## config.mk

```make
export PLATFORM = sky130hd
export DESIGN_NAME = serial_ctrl
export DESIGN_NICKNAME = d
export VERILOG_FILES = /design/src/hw/serial_ctrl_pkg.sv /design/src/hw/serial_ctrl.sv /design/src/hw/level_crossing.sv
export SDC_FILE = /design/constraint.sdc
export NUM_CORES = 1
export LEC_CHECK = 0
export BUFFER_PORTS_ARGS = -buffer_cell sky130_fd_sc_hd__buf_2
export CAP_MARGIN = 10
export CORE_ASPECT_RATIO = 1.1
export CORE_MARGIN = 2
export CORE_UTILIZATION = 50
export DETAILED_ROUTE_END_ITERATION = 7
export PLACE_DENSITY_LB_ADDON = 0.25
export SYNTH_ARGS = -nofsm -noshare
export SYNTH_HDL_FRONTEND = slang
export SYNTH_HIERARCHICAL = 1
export SYNTH_SLANG_ARGS = --single-unit
```

## constraint.sdc

```tcl
create_clock -name clk_sys_i -period 3.06 [get_ports clk_sys_i]
set_input_delay 0.459 -clock clk_sys_i [delete_from_list [all_inputs] [get_ports clk_sys_i]]
set_output_delay 0.459 -clock clk_sys_i [all_outputs]
set_load 0.01 [all_outputs]
```

## src/hw/serial_ctrl_pkg.sv

```systemverilog
// constants for the serial port control and interrupt configuration block
package serial_ctrl_pkg;
  // register byte offsets
  localparam logic [7:0] port_control_offset = 8'h30;
  localparam logic [7:0] fifo_irq_level_select_offset = 8'h34;
  localparam logic [7:0] irq_mask_offset = 8'h38;
  localparam logic [7:0] raw_irq_status_offset = 8'h3c;
  localparam logic [7:0] masked_irq_status_offset = 8'h40;
  localparam logic [7:0] irq_clear_offset = 8'h44;
  // port_control fields
  localparam int module_enable_bit = 0;
  localparam int loopback_enable_bit = 7;
  localparam int transmit_section_enable_bit = 8;
  localparam int receive_section_enable_bit = 9;
  // fifo_irq_level_select fields
  localparam int transmit_trigger_lsb = 0;
  localparam int receive_trigger_lsb = 3;
  localparam int trigger_width = 3;
  localparam logic [2:0] trigger_reset = 3'h2;
  localparam logic [2:0] trigger_max_code = 3'h4;
  // interrupt source field, bits 10:4
  localparam int irq_lsb = 4;
  localparam int irq_count = 7;
  localparam int irq_receive = 0;
  localparam int irq_transmit = 1;
  localparam int irq_timeout = 2;
  localparam int irq_framing = 3;
  localparam int irq_parity = 4;
  localparam int irq_break = 5;
  localparam int irq_overrun = 6;
  // reserved low bits of raw status read as this value
  localparam logic [3:0] raw_reserved_value = 4'hf;
  // eighths of the fifo depth
  localparam int eighths = 8;
endpackage

```

## src/hw/serial_ctrl.sv

```systemverilog
// control, trigger select and interrupt masking for an asynchronous serial port
// Notes on behaviour
// - reset clears all control bits except transmit and receive enables, which read 1
// - the port runs only while module enable, control bit 0, is set
// - disabling mid-character lets that character finish first
// - control bit 9 enables receive; clear means no new characters accepted
// - control bit 8 enables transmit; clear means no new characters started
// - control bit 7 loops the transmit line into the receive path
// - reserved bits read as zero here, except raw status bits 3:0, which read 0xf; software keeps them unchanged
// - level interrupts fire when the fill level crosses the trigger point
// - receive at one half fires as the character passing half full arrives
// - receive trigger bits 5:3, reset 2, above 1/8..7/8; 5-7 reserved
// - transmit trigger bits 2:0, reset 2, at most 1/8..7/8; 5-7 reserved
// - trigger selects decide when transmit and receive raw flags set
// - reading the mask register returns the held mask bits
// - mask bit 1 passes the raw interrupt on; 0 blocks it
// - mask bits overrun 10 down to receive 4, all reset to 0
// - masked status is raw and mask; writes to status views do nothing
// - writing 1 to the clear register clears that source; 0 does nothing
//
// Decided for this implementation: the address-and-strobe port.
`timescale 1ns/1ps
module serial_ctrl #(
  parameter int fifo_depth = 16,
  parameter int level_width = 5
) (
  // clock and reset
  input wire logic clk_sys_i,
  input wire logic reset_i,
  // register port
  input wire logic [7:0] reg_addr_i,
  input wire logic [31:0] reg_wdata_i,
  input wire logic reg_write_i,
  input wire logic reg_read_i,
  output logic [31:0] reg_rdata_o,
  // fifo fill levels from the data path
  input wire logic [level_width-1:0] tx_fifo_level_i,
  input wire logic [level_width-1:0] rx_fifo_level_i,
  // character progress from the data path
  input wire logic tx_char_busy_i,
  input wire logic rx_char_busy_i,
  // error and time-out events from the data path, one-cycle pulses
  input wire logic rx_timeout_event_i,
  input wire logic framing_error_event_i,
  input wire logic parity_error_event_i,
  input wire logic break_error_event_i,
  input wire logic overrun_error_event_i,
  // serial lines
  input wire logic serial_in_line_i,
  input wire logic serial_out_line_i,
  output logic serial_rx_path_o,
  // enables to the data path
  output logic transmit_run_o,
  output logic receive_run_o,
  output logic loopback_o,
  // interrupt to the interrupt controller
  output logic irq_o
);
  // control state
  logic module_enable_reg;
  logic transmit_section_enable_reg;
  logic receive_section_enable_reg;
  logic loopback_enable_reg;
  logic [2:0] transmit_trigger_select_reg;
  logic [2:0] receive_trigger_select_reg;
  logic [serial_ctrl_pkg::irq_count-1:0] irq_mask_reg;
  logic [serial_ctrl_pkg::irq_count-1:0] raw_irq_status_reg;
  logic [serial_ctrl_pkg::irq_count-1:0] raw_irq_status_next;
  logic [serial_ctrl_pkg::irq_count-1:0] masked_irq_status;
  logic [serial_ctrl_pkg::irq_count-1:0] irq_event;
  logic [serial_ctrl_pkg::irq_count-1:0] irq_clear;
  logic [31:0] rdata_next;
  logic [31:0] rdata_reg;
  // register words as software sees them
  logic [31:0] ctl_word;
  logic [31:0] ifls_word;
  logic [31:0] raw_word;
  // line synchroniser
  logic serial_in_meta_reg;
  logic serial_in_sync_reg;
  // enable gating
  logic tx_allowed;
  logic rx_allowed;
  logic transmit_run_reg;
  logic receive_run_reg;
  // trigger thresholds
  logic [level_width-1:0] tx_threshold;
  logic [level_width-1:0] rx_threshold;
  logic tx_crossed;
  logic rx_crossed;
  logic wr_ctl;
  logic wr_ifls;
  logic wr_mask;
  logic wr_clear;

  // address decode; status views ignore writes
  assign wr_ctl = reg_write_i && (reg_addr_i == serial_ctrl_pkg::port_control_offset);
  assign wr_ifls = reg_write_i && (reg_addr_i == serial_ctrl_pkg::fifo_irq_level_select_offset);
  assign wr_mask = reg_write_i && (reg_addr_i == serial_ctrl_pkg::irq_mask_offset);
  assign wr_clear = reg_write_i && (reg_addr_i == serial_ctrl_pkg::irq_clear_offset);

  // module enable, off after reset so nothing runs until software asks
  always_ff @(posedge clk_sys_i or posedge reset_i) begin
    if (reset_i) begin
      module_enable_reg <= 1'b0;
    end else if (wr_ctl) begin
      module_enable_reg <= reg_wdata_i[serial_ctrl_pkg::module_enable_bit];
    end
  end

  // loopback enable, off after reset
  always_ff @(posedge clk_sys_i or posedge reset_i) begin
    if (reset_i) begin
      loopback_enable_reg <= 1'b0;
    end else if (wr_ctl) begin
      loopback_enable_reg <= reg_wdata_i[serial_ctrl_pkg::loopback_enable_bit];
    end
  end

  // transmit section enable, set after reset
  always_ff @(posedge clk_sys_i or posedge reset_i) begin
    if (reset_i) begin
      transmit_section_enable_reg <= 1'b1;
    end else if (wr_ctl) begin
      transmit_section_enable_reg <= reg_wdata_i[serial_ctrl_pkg::transmit_section_enable_bit];
    end
  end

  // receive section enable, set after reset
  always_ff @(posedge clk_sys_i or posedge reset_i) begin
    if (reset_i) begin
      receive_section_enable_reg <= 1'b1;
    end else if (wr_ctl) begin
      receive_section_enable_reg <= reg_wdata_i[serial_ctrl_pkg::receive_section_enable_bit];
    end
  end

  // transmit trigger select; reserved codes are stored but treated as 7/8
  always_ff @(posedge clk_sys_i or posedge reset_i) begin
    if (reset_i) begin
      transmit_trigger_select_reg <= serial_ctrl_pkg::trigger_reset;
    end else if (wr_ifls) begin
      transmit_trigger_select_reg <= reg_wdata_i[serial_ctrl_pkg::transmit_trigger_lsb +: 3];
    end
  end

  // receive trigger select; read back exactly as written, even reserved codes
  always_ff @(posedge clk_sys_i or posedge reset_i) begin
    if (reset_i) begin
      receive_trigger_select_reg <= serial_ctrl_pkg::trigger_reset;
    end else if (wr_ifls) begin
      receive_trigger_select_reg <= reg_wdata_i[serial_ctrl_pkg::receive_trigger_lsb +: 3];
    end
  end

  // interrupt mask register
  always_ff @(posedge clk_sys_i or posedge reset_i) begin
    if (reset_i) begin
      irq_mask_reg <= '0;
    end else if (wr_mask) begin
      irq_mask_reg <= reg_wdata_i[serial_ctrl_pkg::irq_lsb +: serial_ctrl_pkg::irq_count];
    end
  end

  // threshold in eighths of depth: code 0 is 1/8, code 4 is 7/8
  function automatic logic [level_width-1:0] threshold_of(input logic [2:0] code);
    logic [2:0] eff;
    int num;
    eff = (code > serial_ctrl_pkg::trigger_max_code) ? serial_ctrl_pkg::trigger_max_code : code;
    case (eff)
      3'h0: num = 1;
      3'h1: num = 2;
      3'h2: num = 4;
      3'h3: num = 6;
      default: num = 7;
    endcase
    threshold_of = level_width'((fifo_depth * num) / serial_ctrl_pkg::eighths);
  endfunction

  // trigger points from the select fields
  assign tx_threshold = threshold_of(transmit_trigger_select_reg);
  assign rx_threshold = level_width'(threshold_of(receive_trigger_select_reg) + 1'b1);

  // transmit level crossing, counted downward
  level_crossing #(
    .level_width(level_width)
  ) tx_level (
    .clk_sys_i(clk_sys_i),
    .reset_i(reset_i),
    .level_i(tx_fifo_level_i),
    .threshold_i(tx_threshold),
    .at_most_i(1'b1),
    .crossed_o(tx_crossed)
  );

  // receive level crossing; past half means the ninth of sixteen
  level_crossing #(
    .level_width(level_width)
  ) rx_level (
    .clk_sys_i(clk_sys_i),
    .reset_i(reset_i),
    .level_i(rx_fifo_level_i),
    .threshold_i(rx_threshold),
    .at_most_i(1'b0),
    .crossed_o(rx_crossed)
  );

  // collect the source events into status bit order
  always_comb begin
    irq_event = '0;
    irq_event[serial_ctrl_pkg::irq_receive] = rx_crossed;
    irq_event[serial_ctrl_pkg::irq_transmit] = tx_crossed;
    irq_event[serial_ctrl_pkg::irq_timeout] = rx_timeout_event_i;
    irq_event[serial_ctrl_pkg::irq_framing] = framing_error_event_i;
    irq_event[serial_ctrl_pkg::irq_parity] = parity_error_event_i;
    irq_event[serial_ctrl_pkg::irq_break] = break_error_event_i;
    irq_event[serial_ctrl_pkg::irq_overrun] = overrun_error_event_i;
  end

  // write-one clear; a new event in the same cycle wins so none is lost
  assign irq_clear = wr_clear ? reg_wdata_i[serial_ctrl_pkg::irq_lsb +: serial_ctrl_pkg::irq_count] : '0;
  assign raw_irq_status_next = (raw_irq_status_reg & ~irq_clear) | irq_event;

  // sticky raw status
  always_ff @(posedge clk_sys_i or posedge reset_i) begin
    if (reset_i) begin
      raw_irq_status_reg <= '0;
    end else begin
      raw_irq_status_reg <= raw_irq_status_next;
    end
  end

  // masking and the single interrupt line
  assign masked_irq_status = raw_irq_status_reg & irq_mask_reg;
  assign irq_o = |masked_irq_status;

  // control word; reserved positions read zero so software sees a clean value
  always_comb begin
    ctl_word = '0;
    ctl_word[serial_ctrl_pkg::module_enable_bit] = module_enable_reg;
    ctl_word[serial_ctrl_pkg::loopback_enable_bit] = loopback_enable_reg;
    ctl_word[serial_ctrl_pkg::transmit_section_enable_bit] = transmit_section_enable_reg;
    ctl_word[serial_ctrl_pkg::receive_section_enable_bit] = receive_section_enable_reg;
  end

  // trigger select word
  always_comb begin
    ifls_word = '0;
    ifls_word[serial_ctrl_pkg::transmit_trigger_lsb +: 3] = transmit_trigger_select_reg;
    ifls_word[serial_ctrl_pkg::receive_trigger_lsb +: 3] = receive_trigger_select_reg;
  end

  // raw status word; the low nibble is a fixed pattern, not state
  always_comb begin
    raw_word = '0;
    raw_word[3:0] = serial_ctrl_pkg::raw_reserved_value;
    raw_word[serial_ctrl_pkg::irq_lsb +: serial_ctrl_pkg::irq_count] = raw_irq_status_reg;
  end

  // read mux; unmapped offsets read zero
  always_comb begin
    rdata_next = '0;
    case (reg_addr_i)
      serial_ctrl_pkg::port_control_offset: begin
        rdata_next = ctl_word;
      end
      serial_ctrl_pkg::fifo_irq_level_select_offset: begin
        rdata_next = ifls_word;
      end
      serial_ctrl_pkg::irq_mask_offset: begin
        rdata_next[serial_ctrl_pkg::irq_lsb +: serial_ctrl_pkg::irq_count] = irq_mask_reg;
      end
      serial_ctrl_pkg::raw_irq_status_offset: begin
        rdata_next = raw_word;
      end
      serial_ctrl_pkg::masked_irq_status_offset: begin
        rdata_next[serial_ctrl_pkg::irq_lsb +: serial_ctrl_pkg::irq_count] = masked_irq_status;
      end
      default: begin
        rdata_next = '0;
      end
    endcase
  end

  // read data stands only in the cycle after the strobe
  always_ff @(posedge clk_sys_i or posedge reset_i) begin
    if (reset_i) begin
      rdata_reg <= '0;
    end else if (reg_read_i) begin
      rdata_reg <= rdata_next;
    end else begin
      rdata_reg <= '0;
    end
  end
  assign reg_rdata_o = rdata_reg;

  // first synchroniser flop; resets to the idle high line level
  always_ff @(posedge clk_sys_i or posedge reset_i) begin
    if (reset_i) begin
      serial_in_meta_reg <= 1'b1;
    end else begin
      serial_in_meta_reg <= serial_in_line_i;
    end
  end

  // second synchroniser flop; the only reader of the first
  always_ff @(posedge clk_sys_i or posedge reset_i) begin
    if (reset_i) begin
      serial_in_sync_reg <= 1'b1;
    end else begin
      serial_in_sync_reg <= serial_in_meta_reg;
    end
  end

  // loopback feeds the transmit line to the receiver instead of the pin
  assign serial_rx_path_o = loopback_enable_reg ? serial_out_line_i : serial_in_sync_reg;

  // new characters need module and section enables
  assign tx_allowed = module_enable_reg & transmit_section_enable_reg;
  assign rx_allowed = module_enable_reg & receive_section_enable_reg;

  // transmit run holds while a character is busy, so a disable waits for its end
  // limitation: a busy flag stuck high keeps the section running
  always_ff @(posedge clk_sys_i or posedge reset_i) begin
    if (reset_i) begin
      transmit_run_reg <= 1'b0;
    end else begin
      transmit_run_reg <= tx_allowed | (transmit_run_reg & tx_char_busy_i);
    end
  end

  // receive run, same hold as transmit
  always_ff @(posedge clk_sys_i or posedge reset_i) begin
    if (reset_i) begin
      receive_run_reg <= 1'b0;
    end else begin
      receive_run_reg <= rx_allowed | (receive_run_reg & rx_char_busy_i);
    end
  end

  assign transmit_run_o = transmit_run_reg;
  assign receive_run_o = receive_run_reg;
  assign loopback_o = loopback_enable_reg;
endmodule

```

## src/hw/level_crossing.sv

```systemverilog
// edge detector that flags a fifo fill level passing a trigger point
`timescale 1ns/1ps
module level_crossing #(
  parameter int level_width = 5
) (
  // clock and reset
  input wire logic clk_sys_i,
  input wire logic reset_i,
  // level and threshold
  input wire logic [level_width-1:0] level_i,
  input wire logic [level_width-1:0] threshold_i,
  input wire logic at_most_i,
  // crossing event
  output logic crossed_o
);
  logic beyond;
  logic beyond_reg;

  // at-most compares downward for transmit, at-least upward for receive
  assign beyond = at_most_i ? (level_i <= threshold_i) : (level_i >= threshold_i);

  // previous comparison, so only a transition counts
  always_ff @(posedge clk_sys_i or posedge reset_i) begin
    if (reset_i) begin
      beyond_reg <= 1'b1;
    end else begin
      beyond_reg <= beyond;
    end
  end

  // pulse on the cycle the level passes the trigger point
  assign crossed_o = beyond & ~beyond_reg;
endmodule

```

* Yosys cells after proc, flatten, opt, wreduce, memory -nomap -nowiden
Cells that the tools add are included.
Widths: inputs -> output; s select.
** Word-level totals
- Flip-flop bits (word level) :: 62
- Word-level logic and storage cells :: 62
- Output and inout bits :: 37
- Bits of input ports :: 63
** Cells by class
- Equal/unequal tests :: 12
- Bitwise operators :: 14
- Add/sub/neg operators :: 1
- Mux-type cells :: 9
- Magnitude comparators :: 4
- Reduce and logical (&&, ||, !) cells :: 7
** Operators with widths (number)
- $pmux 7 s5 :: 1
- $eq 8x6->1 const B :: 4
- $pmux 3 s4 :: 2
- $eq 8x7->1 const B :: 2
- $and 7x7->7 :: 2
- $eq 3x2->1 const B :: 4
- $pmux 4 s3 :: 1
- $mux 11 :: 1
- $mux 7 :: 1
- $not 7->7 :: 1
- $or 7x7->7 :: 1
- $reduce_or 7->1 :: 1
- $and 1x1->1 :: 6
- $eq 3x1->1 const B :: 2
- $gt 3x3->1 const B :: 2
- $logic_not 3->1 :: 2
- $mux 3 :: 2
- $add 5x1->5 const B :: 1
- $ge 5x5->1 :: 1
- $le 5x4->1 :: 1
- $logic_and 1x1->1 :: 4
- $not 1->1 :: 2
- $or 1x1->1 :: 2
- $mux 1 :: 1

* Longest topological paths before layout
Gate-level depths: netlist (run 1).
- Word-level depth :: 8
- Mapped depth :: 8
- Gate-level depth less buffers :: 8

* Modules after synthesis
The synthesis (run 1) kept the hierarchy.
** By module, submodules not included
- serial_ctrl :: sequential area each 983.4 sq um, times used 1, area each 1975.6 sq um, cells each 170
- level_crossing :: sequential area each 26.3 sq um, times used 2, area each 185.2 sq um, cells each 25

* Worst setup path after synthesis (run 1)
No wires, ideal clock.
- Path type :: reg2reg
- From :: register receive_trigger_select_reg[2]
- To :: register raw_irq_status_reg[0] in the netlist's numbering
- Arrival :: 1.717 ns
- Path buffers :: 0
- Library setup time :: 0.118 ns
- Path slack :: 1.225 ns
- Period minus slack after synthesis :: 1.835 ns
- Cell stages (with the launch flop) :: 9
- Required time :: 2.942 ns
- Cells stage by stage :: dfrtp_1 -> or2_2 -> inv_1 -> ha_1 -> nor2_1 -> a211o_1 -> nor4bb_1 -> nor3_2 -> a21o_1
** Between the ends
- Longest elaborated chain between the ends :: 8
- Elaborated cells on any way between the ends :: 11
- Those cells by class :: add/sub (1); order compare (2); eq/ne (3); mux (2); bitwise (2); reduce/logical (1)
** RTL lines
- start, declared :: RTL line serial_ctrl.sv:65 : logic [2:0] receive_trigger_select_reg;
- start signal, assigned :: RTL line serial_ctrl.sv:150 : receive_trigger_select_reg <= serial_ctrl_pkg::trigger_reset;
- start signal, assigned :: RTL line serial_ctrl.sv:152 : receive_trigger_select_reg <= reg_wdata_i[serial_ctrl_pkg::receive_trigger_lsb +: 3];
- $gt 3x3->1 :: RTL line serial_ctrl.sv:169 : eff = (code > serial_ctrl_pkg::trigger_max_code) ? serial_ctrl_pkg::trigger_max_code : code;
- $mux 3 * :: RTL line serial_ctrl.sv:169
- $eq 3x2->1, or another cell as far along :: RTL line serial_ctrl.sv:170 : case (eff)
- $pmux 3 s4 * :: RTL line serial_ctrl.sv:170
- $add 5x1->5 * :: RTL line serial_ctrl.sv:182 : assign rx_threshold = level_width'(threshold_of(receive_trigger_select_reg) + 1'b1);
- via rx_threshold[2] :: RTL line serial_ctrl.sv:88 : logic [level_width-1:0] rx_threshold;
- $ge 5x5->1 * :: RTL line level_crossing.sv:20 : assign beyond = at_most_i ? (level_i <= threshold_i) : (level_i >= threshold_i);
- $and 1x1->1 * :: RTL line level_crossing.sv:32 : assign crossed_o = beyond & ~beyond_reg;
- via rx_crossed :: RTL line serial_ctrl.sv:90 : logic rx_crossed;
- $or 7x7->7 * :: RTL line serial_ctrl.sv:222 : assign raw_irq_status_next = (raw_irq_status_reg & ~irq_clear) | irq_event;
- via raw_irq_status_next (one bit) :: RTL line serial_ctrl.sv:68 : logic [serial_ctrl_pkg::irq_count-1:0] raw_irq_status_next;
- end signal, assigned :: RTL line serial_ctrl.sv:229 : raw_irq_status_reg <= raw_irq_status_next;
- end, declared :: RTL line serial_ctrl.sv:67 : logic [serial_ctrl_pkg::irq_count-1:0] raw_irq_status_reg;
Mark *: on every way through the listed nets, which the timed path passes. The rest lies on a longest branch.
A chain may end at the register's enable or synchronous reset.

* Worst setup path after layout (run 1)
Ends and elaborated chain as after synthesis.

==> results of run 1 <==
## cell usage after synthesis (3+ instances only)
library cell  count  share of area (%)
dfrtp_1          33                 35
buf_4            21                6.7
nor2_1           19                3.0
nand2_1          15                2.4
inv_1            13                2.1
mux2_1           13                6.2
ha_1             10                5.3
nand3_1           9                1.9
dfstp_2           8                9.0
a21o_1            7                2.2
mux2_4            7                4.5
a22oi_1           6                1.9
a21oi_1           5                1.1
or2_2             4                1.1
a32o_1            3                1.3
and2_1            3               0.80
and3_1            3               0.80
mux2_2            3                1.4
o21ai_0           3               0.64
## per-layer routing
layer  wire (um)  global-route usage (%)  up-vias
met3         199                   3.968        4
met4          35                   5.664        0
met2        2182                   29.49       47
met5           0                       0        -
met1        1927                   22.40      845
li1            -                       -      854
## kinds of logic (layout without fill, tap and decap cells)
| group | after synthesis | after routing | synth area share, % |
|---|---|---|---|
| AOI/OAI and AO/OA | 36 | 36 | 10.99 |
| adders and majority gates | 10 | 10 | 5.333 |
| buffers and inverters | 40 | 80 | 10.51 |
| DFF | 41 | 41 | 44.16 |
| muxes | 23 | 23 | 12.16 |
| other | 2 | 29 | 0.3201 |
| and+or+nand+nor | 68 | 68 | 16.53 |
## how the worst min path moves through the flow
stage | from | endpoint | cells after the start
3_5_place_dp | serial_in_meta_reg | serial_in_sync_reg | 0
3_3_place_gp | serial_in_meta_reg | serial_in_sync_reg | 0
6_report | reset_i | tx_level/beyond_reg | 2
4_1_cts | reset_i | tx_level/beyond_reg | 2
2_1_floorplan | reset_i | rx_level/beyond_reg | 1
5_1_grt | reset_i | rx_level/beyond_reg | 2
## metrics by stage
stage / hold WS [ns] / instances
3_5_place_dp: 0.3498 / 335
4_1_cts: 0.1643 / 343
6_report: 0.1764 / 343
2_1_floorplan: 0.3452 / 247
5_1_grt: 0.1785 / 343
3_3_place_gp: 0.3461 / 335
## cells in the final DEF (no fill, tap or decap), drive strengths merged, types with 3 or more instances in the layout
master,Yosys,layout
a32o,3,3
a21oi,5,5
a22oi,6,6
and3,3,3
a21o,7,7
and2,4,4
dfrtp,33,33
conb,2,29
mux2,23,23
nand3,9,9
or2,4,4
buf,25,59
dfstp,8,8
ha,10,10
nor2,19,19
o21ai,4,4
inv,13,13
nand2,15,15
clkbuf,2,6
## critical path: stages, from the launching register on
cell	delay [ns]
dfrtp_1	0.41
or2_2	0.30
inv_1	0.07
ha_1	0.24
nor2_1	0.11
a211o_1	0.12
nor4bb_1	0.43
nor3_2	0.08
a21o_1	0.16
## power by group through the flow
| stage | Clock [mW] | Combinational, mW | Sequential [mW] |
|---|---|---|---|
| 6_report | 0.331 | 0.162 | 0.576 |
| 5_1_grt | 0.361 | 0.186 | 0.579 |
| 4_1_cts | 0.342 | 0.163 | 0.576 |
| 3_5_place_dp | 0 | 0.162 | 0.586 |
| 3_3_place_gp | 0 | 0.159 | 0.586 |
| 2_1_floorplan | 0 | 0.126 | 0.583 |
## final cells by class
| type | instances | area, um^2 |
|---|---|---|
| clock buffers | 6 | 72.57 |
| multi-input cells | 166 | 1165 |
| clock inverters | 2 | 10.01 |
| repair buffers | 59 | 300.3 |
| well taps | 56 | 70.07 |
| fillers | 417 | 1884 |
| inverters | 13 | 48.80 |
| flip-flops and latches | 41 | 1036 |
==> flow_metrics.env, run 1 <==
export IMPL_die_y_um=75.84
export IMPL_drt_iter0_drc=63
export IMPL_dp_hpwl_um=3302
export IMPL_grt_pass1_wl_um=7072
export IMPL_gp_congestion=0.7710
export IMPL_drc=0
export IMPL_power_switching_uw=274.4
export IMPL_fin_ws_ns=1.056
export IMPL_report_final_slew_viol_count=0
export IMPL_async_flop_share_pct=100.0
export IMPL_power_density_mw_per_mm2=395.6
export IMPL_synth_cell_types=40
export IMPL_dieArea_mm2=0.005256
export IMPL_peakVddDrop_mv=0.2971
export IMPL_seqPwrFrac_pct=53.9
export IMPL_startpoint="receive_trigger_select_reg[2]"
export IMPL_cts_clk_slew_worst_paths_ns=0.07
export IMPL_netSwitchingFraction_pct=25.67
export IMPL_min_period_over_period_pct=65.50
export IMPL_coreArea_mm2=0.004587
export IMPL_crit_path_end="raw_irq_status_reg[0]"
export IMPL_drive_above_1_share_pct=32.75
export IMPL_skew_ns=0.004882
export IMPL_seq_area_frac_synth_pct=44.16
export IMPL_finalSetupViolCount=0
export IMPL_final_setup_tns_ns=0
export IMPL_worst_setup_path_end_kind="flip-flop"
export IMPL_final_area_mm2=0.002703
export IMPL_synth_seq_cells=41
export IMPL_synth_area_mm2=0.002346
export IMPL_pre_cts_ws_ns=0.8902
export IMPL_final_core_util_pct=58.92
export IMPL_r2r_setup_slack_ns=1.06
export IMPL_intPower_uw=794.8
export IMPL_fin_nets=359
export IMPL_pwr_share_clk_pct=31.0
export IMPL_area_growth_pct=15.20
export IMPL_hold_buffers=0
export IMPL_ff2ff_path_depth=8
export IMPL_hold_path_class="primary input to async pin"
export IMPL_numCtsBuffers=5
export IMPL_fmax_ghz=0.4989
export IMPL_antenna_found_initial=0
export IMPL_fp_row_count=26
export IMPL_port_buffers=57
export IMPL_r2r_start="receive_trigger_select_reg[2]"
export IMPL_cts_max_path_buffers=2
export IMPL_grt_pass1_vias=1534
export IMPL_critPathLaunchType="flip-flop"
export IMPL_start_util_pct=51.15
export IMPL_outcome="finished, final reports clean"
export IMPL_cp_arrival_ns=2.18
export IMPL_grt_overflow=0
export IMPL_cts_tree="built"
export IMPL_slew_headroom_pct=65.43
export IMPL_post_route_min_period_ns=2.004
export IMPL_ys_warnings_count=6
export IMPL_totalPowerFinal_mw=1.069
export IMPL_synth_edf_count=0
export IMPL_netlist_instances=220
export IMPL_cts_sinks=41
export IMPL_track_usage_pct=17.34
export IMPL_drv_cap=0
export IMPL_routed_wl_um=4344
export IMPL_drtAntennaViolNets=0
export IMPL_rsz0062_at_grt="false"
export IMPL_cp_required_ns=3.24
export IMPL_antenna_cells=0
export IMPL_die_w_um=69.31
export IMPL_worst_path_max_fanout=5
export IMPL_r2r_end="raw_irq_status_reg[0]"
export IMPL_ys_flop_type="dfrtp_1"
export IMPL_cts_resized=0
export IMPL_drt_pass1_iter_count=4
export IMPL_largest_register_ff_count=11
export IMPL_viasPerCell=5.102
export IMPL_clockRootBuffer="clkbuf_8"
export IMPL_htreeDepth=2
export IMPL_route_vias_total=1750
export IMPL_leakagePower_nw=1.355
export IMPL_dpl_cell_area_mm2=0.002620
export IMPL_worstMarginPinSlew_ns=0.5186
export IMPL_path_class="flip-flop to flip-flop"
export IMPL_syn_area_per_cell_um2=10.66
export IMPL_io_pins=100
export IMPL_wl_per_cell_um=12.66
export IMPL_hold_viol_final=0
export IMPL_grt_max_degree=40
export IMPL_insertion_delay_ns=0.28
export IMPL_comb_power_share_pct=15.1
export IMPL_cts_setup_buffers=0
(Power assumes the default switching activity.)
==> run 2: changes to the inputs <==
--- a/config.mk
+++ b/config.mk
@@ -9,7 +9,7 @@
 export CAP_MARGIN = 10
 export CORE_ASPECT_RATIO = 1.1
 export CORE_MARGIN = 2
-export CORE_UTILIZATION = 50
+export CORE_UTILIZATION = 43
 export DETAILED_ROUTE_END_ITERATION = 7
 export PLACE_DENSITY_LB_ADDON = 0.25
 export SYNTH_ARGS = -nofsm -noshare
==> constraint.sdc (replaced) <==
create_clock -name clk_sys_i -period 1.8 [get_ports clk_sys_i]
set_input_delay 0.27 -clock clk_sys_i [delete_from_list [all_inputs] [get_ports clk_sys_i]]
set_output_delay 0.27 -clock clk_sys_i [all_outputs]
set_load 0.01 [all_outputs]
==> run 2 against run 1 <==
Compared with the run above: via count grew 2.5%; first-iteration DRC count grew 9.5%; sequential power rose by 70%; wire length increased by 7.8%; setup slack got worse by 1.0 ns; cell count up 8.7%; utilization fell by 3.8 points; largest power group unchanged; highest routed layer unchanged.
==> flow_metrics.env, run 2 (same netlist as run 1, synthesis figures left out) <==
export IMPL_grt_max_degree=40
export IMPL_cts_max_path_buffers=2
export IMPL_drc=0
export IMPL_num_fill_cells=510
export IMPL_port_buffers=57
export IMPL_grt_pass1_wl_um=7362
export IMPL_antenna_found_initial=0
export IMPL_hold_path_class="primary input to flip-flop"
export IMPL_dieArea_mm2=0.006063
export IMPL_largest_register_ff_count=11
export IMPL_layout_common_cells="buf_2 (57), dfrtp_1 (33), conb_1 (29)"
export IMPL_fp_row_count=28
export IMPL_viasPerCell=4.810
export IMPL_hold_viol_final=0
export IMPL_critPathLaunchType="flip-flop"
export IMPL_cp_required_ns=1.53
export IMPL_report_final_slew_viol_count=0
export IMPL_route_vias_total=1794
export IMPL_rsz0062_at_grt="true"
export IMPL_numCtsBuffers=5
export IMPL_wl_per_cell_um=12.56
export IMPL_fin_nets=370
export IMPL_die_y_um=81.47
export IMPL_min_period_over_period_pct=98.32
export IMPL_power_density_mw_per_mm2=707.5
export IMPL_multi_input_area_mm2=0.001251
export IMPL_area_growth_pct=25.12
export IMPL_final_area_mm2=0.002935
export IMPL_peakVddDrop_mv=0.3513
export IMPL_fmax_ghz=0.5650
export IMPL_dpl_cell_area_mm2=0.002710
export IMPL_leakagePower_nw=1.427
export IMPL_die_w_um=74.43
export IMPL_cts_tree="built"
export IMPL_grt_overflow=0
export IMPL_track_usage_pct=16.19
export IMPL_dp_hpwl_um=3525
export IMPL_grt_pass1_vias=1622
export IMPL_worst_path_max_fanout=4
export IMPL_finalSetupViolCount=0
export IMPL_worst_setup_path_end_kind="output port"
export IMPL_final_core_util_pct=55.12
export IMPL_drv_cap=0
export IMPL_drt_pass1_iter_count=4
export IMPL_mostFrequentLayoutCell="buf_2"
export IMPL_io_pins=100
export IMPL_insertion_delay_ns=0.30
export IMPL_drive_above_1_share_pct=39.60
export IMPL_regArea_mm2=0.001036
export IMPL_routed_wl_um=4685
export IMPL_cts_clk_slew_worst_paths_ns=0.08
export IMPL_totalPowerFinal_mw=2.077
export IMPL_skew_ns=0.01034
export IMPL_path_class="flip-flop to output port"
export IMPL_antenna_cells=0
export IMPL_cp_arrival_ns=1.50
export IMPL_post_route_min_period_ns=1.770
export IMPL_start_util_pct=44.06
export IMPL_clockRootBuffer="clkbuf_8"
export IMPL_drt_iter0_drc=69
export IMPL_drtAntennaViolNets=0
export IMPL_gp_congestion=0.7979
export IMPL_htreeDepth=2
export IMPL_cts_sinks=41
export IMPL_outcome="finished, final reports clean"
export IMPL_coreArea_mm2=0.005325
run 2: changes by cell type in the layout (fill, tap and decap cells not counted), moves of 2 or more:
cell      change
buf_4        +10
ha_1          -5
ha_4          +4
inv_1         -3
inv_2         +3
clkinv_2      -2
nand2_1       -2
nand2_2       +2
or2_2         -2
or2_4         +2
run 2: report_power, final:
group / internal (mW) / switching (mW)
clock network: 0.451 / 0.320
registers: 0.958 / 0.0216
logic: 0.158 / 0.168
run 2: worst paths after layout:
path	start	end	slack, ns	depth (start not counted)
setup / recovery	irq_mask_reg[5]	irq_o	0.03	3
hold / removal	serial_in_line_i	serial_in_meta_reg	0.06	1
setup reg to reg	transmit_trigger_select_reg[1]	raw_irq_status_reg[1]	0.06	8
hold reg to reg	serial_in_meta_reg	serial_in_sync_reg	0.36	0
max in group asynchronous	reset_i	receive_section_enable_reg	0.79	4
min in group asynchronous	reset_i	tx_level/beyond_reg	0.51	3
run 2: per-layer routing:
metal	share of wire, %	vias to the layer above	global-route usage [%]	wire length (um)
met5	0	-	0	0
met4	1.5	0	6.429	71
met3	4.8	7	2.822	227
met2	50	52	26.19	2353
met1	43	860	21.56	2033
li1	-	875	-	-
run 2: worst max-delay path, cell delays in order, from the launching register on:
cell      delay [ns]
dfrtp_1         0.41
a222oi_1        0.45
nand4_1         0.17
buf_2           0.17
run 2: final cells by class:
class | instances | area share [%]
Timing Repair Buffer | 70 | 13.13
Tap cell | 75 | 3.197
Inverter | 13 | 1.662
Multi-Input combinational cell | 166 | 42.63
Clock inverter | 2 | 1.279
Sequential cell | 41 | 35.29
Clock buffer | 6 | 2.813
run 2: through the flow:
stage                     instances  setup TNS [ns]  setup slack, ns  hold slack, ns
after floorplan                 247               0          0.01907          0.1597
after global placement          362        -0.06537         -0.06537          0.2894
after detailed placement        362        -0.09408         -0.09408          0.2894
after CTS                       371               0         0.007835         0.05437
after global routing            373        -0.08636         -0.05331         0.05147
final                           373               0          0.03017         0.06172
run 2: timing repair:
item                                    CTS  global route
endpoints found under the setup margin    1             3
gates cloned                              0             0
gates resized for setup                   1            14
endpoints found under the hold margin     2             0
hold buffers                              1             0
buffers inserted                          0             2
pin swaps                                 1            10
==> run 3: changes to the inputs <==
--- a/config.mk
+++ b/config.mk
@@ -5,11 +5,12 @@
 export SDC_FILE = /design/constraint.sdc
 export NUM_CORES = 1
 export LEC_CHECK = 0
+export ABC_AREA = 1
 export BUFFER_PORTS_ARGS = -buffer_cell sky130_fd_sc_hd__buf_2
 export CAP_MARGIN = 10
 export CORE_ASPECT_RATIO = 1.1
 export CORE_MARGIN = 2
-export CORE_UTILIZATION = 43
+export CORE_UTILIZATION = 44
 export DETAILED_ROUTE_END_ITERATION = 7
 export PLACE_DENSITY_LB_ADDON = 0.25
 export SYNTH_ARGS = -nofsm -noshare
==> run 3 against run 2 <==
Compared with the run above: utilization shrank 1.8 points; critical path type is now flip-flop to flip-flop; combinational power grew 3%; sequential cell count is the same; design area grew 2.9%; clock skew shrank 0.0055 ns; global-route usage shrank 1.2 points.
==> flow_metrics.env, run 3 <==
export IMPL_synth_area_mm2=0.002545
export IMPL_hold_viol_final=0
export IMPL_async_flop_share_pct=100.0
export IMPL_gr_usage_met2_pct=26.23
export IMPL_grt_busiest_layer="met2"
export IMPL_outcome="finished, final reports clean"
export IMPL_report_final_slew_viol_count=0
export IMPL_post_route_min_period_ns=1.668
export IMPL_area_growth_pct=18.68
export IMPL_critPathLaunchType="flip-flop"
export IMPL_wl_per_cell_um=9.929
export IMPL_layout_common_cells="nand2_1 (67), buf_2 (57), inv_1 (55)"
export IMPL_start_util_pct=44.96
export IMPL_die_y_um=83.77
export IMPL_fin_nets=462
export IMPL_largest_register_ff_count=11
export IMPL_netlist_area_leader_share_pct=32.45
export IMPL_coreArea_mm2=0.005660
export IMPL_track_usage_pct=14.98
export IMPL_antenna_found_initial=0
export IMPL_peakVddDrop_mv=0.2841
export IMPL_die_w_um=76.52
export IMPL_num_fill_cells=590
export IMPL_ys_warnings_count=6
export IMPL_drv_cap=0
export IMPL_holdWs_ns=0.07166
export IMPL_worst_path_max_fanout=4
export IMPL_cts_tree="built"
export IMPL_dieArea_mm2=0.006409
export IMPL_r2r_setup_slack_ns=0.13
export IMPL_synth_edf_count=0
export IMPL_drive_above_1_share_pct=31.54
export IMPL_grt_pass1_wl_um=7810
export IMPL_insertion_delay_ns=0.29
export IMPL_placed_cells=453
export IMPL_cp_arrival_ns=1.85
export IMPL_yosys_top_cells_count="nand2_1 (69), inv_1 (55), dfrtp_1 (33), nand3_1 (33), buf_4 (23)"
export IMPL_cp_required_ns=1.98
export IMPL_netlist_instances=315
export IMPL_cts_sinks=41
export IMPL_synth_seq_cells=41
export IMPL_synth_cell_types=29
export IMPL_regArea_mm2=0.001036
export IMPL_power_density_mw_per_mm2=624.6
export IMPL_cts_clk_slew_worst_paths_ns=0.08
export IMPL_cts_max_path_buffers=2
export IMPL_synth_most_common_cell="nand2_1"
export IMPL_dp_hpwl_um=3573
export IMPL_port_buffers=57
export IMPL_grt_pass1_vias=1824
export IMPL_skew_ns=0.004853
export IMPL_io_pins=100
export IMPL_routed_wl_um=4637
export IMPL_min_period_over_period_pct=92.69
export IMPL_syn_area_per_cell_um2=8.079
export IMPL_drt_iter0_drc=65
export IMPL_hold_path_class="primary input to flip-flop"
export IMPL_grt_overflow=0
export IMPL_drtAntennaViolNets=0
export IMPL_mostFrequentLayoutCell="nand2_1"
export IMPL_fmax_ghz=0.5994
export IMPL_finalSetupViolCount=0
export IMPL_stdcell_count=467
export IMPL_leakagePower_nw=1.725
export IMPL_ys_top_cells_by_area="dfrtp_1 (32%), nand2_1 (10%), dfstp_2 (8.3%), inv_1 (8.1%), buf_4 (6.8%)"
export IMPL_numCtsBuffers=5
export IMPL_met3_usage_pct=3.247
export IMPL_final_core_util_pct=53.36
export IMPL_drc=0
export IMPL_final_setup_tns_ns=0
export IMPL_seq_area_frac_synth_pct=40.71
export IMPL_multi_input_area_mm2=0.001242
export IMPL_route_vias_total=2008
export IMPL_worst_setup_path_end_kind="flip-flop"
export IMPL_ys_flop_type="dfrtp_1"
export IMPL_gp_congestion=0.7884
export IMPL_use_met1_pct=19.13
export IMPL_synth_top_area_cell="dfrtp_1"
export IMPL_antenna_cells=0
export IMPL_clockRootBuffer="clkbuf_8"
export IMPL_viasPerCell=4.300
export IMPL_drt_pass1_iter_count=4
export IMPL_htreeDepth=2
export IMPL_grt_max_degree=40
export IMPL_path_class="flip-flop to flip-flop"
export IMPL_fp_row_count=29
run 3: cell count changes after synthesis, sizes merged, moves of 3 or more:
| cell | delta |
|---|---|
| o21ai | +17 |
| mux2 | -22 |
| a32o | -3 |
| a22oi | -6 |
| nand2 | +66 |
| and3 | -3 |
| nand3 | +28 |
| inv | +43 |
| a21o | -7 |
run 3: what timing repair did:
action,4_1_cts,5_1_grt
hold endpoints to repair,2,0
buffers inserted,0,5
setup endpoints to repair,0,2
resized for setup,0,5
hold buffers,1,0
run 3: per-stage QoR:
step / cell area [um^2] / power, mW / setup slack [ns]
after global routing: 3020 / 1.980 / -0.001382
after floorplan: 2646 / 1.239 / 0.2045
after CTS: 2940 / 1.875 / 0.07210
after detailed placement: 2850 / 1.305 / 0.09075
after global placement: 2850 / 1.297 / 0.1111
final: 3020 / 1.887 / 0.1316
run 3: path summary, 6_finish.rpt:
path / startpoint / end / cells past startpoint
max: transmit_trigger_select_reg[1] / raw_irq_status_reg[1] / 12
min: serial_in_line_i / serial_in_meta_reg / 1
min reg2reg: serial_in_meta_reg / serial_in_sync_reg / 0
max in group asynchronous: reset_i / receive_section_enable_reg / 4
min in group asynchronous: reset_i / rx_level/beyond_reg / 3
max reg2reg: transmit_trigger_select_reg[1] / raw_irq_status_reg[1] / 12
run 3: worst max-delay path, cell delays in order, from the launching register on:
cell and delay (ns):
dfstp_2 0.56, or2_2 0.10, inv_1 0.05, ha_4 0.26, nand2_2 0.06, nor2_4 0.12, nand2_2 0.06, nand4_1 0.08
nand3_2 0.08, nand2_1 0.06, inv_1 0.03, inv_1 0.04, nand2_1 0.04
run 3: final cells by class:
class | count | share of cell area [%]
Timing Repair Buffer | 66 | 11.76
Clock buffer | 8 | 2.651
Inverter | 56 | 6.959
Multi-Input combinational cell | 219 | 41.13
Sequential cell | 41 | 34.30
Tap cell | 77 | 3.190
run 3: report_power, final:
part	leakage, nW	switching (mW)	total [mW]	internal, mW
Combinational	1.18	0.198	0.336	0.137
Sequential	0.506	0.0184	0.977	0.958
Clock	0.0395	0.299	0.574	0.276
run 3: cells by family after synthesis:
kind of cell	synth area share, %
multiplexers	0.4424
flip-flops	40.71
adder cells (fa/ha/maj)	4.916
buffers and inverters	16.13
AND/OR/NAND/NOR	29.79
AO/OA/AOI/OAI	7.719
other	0.2951
run 3: per-layer routing:
layer  up-vias  share of wire [%]
li1       1074                  -
met1       877                 49
met2        52                 47
met3         5                4.0
met4         0               0.88
met5         -                  0
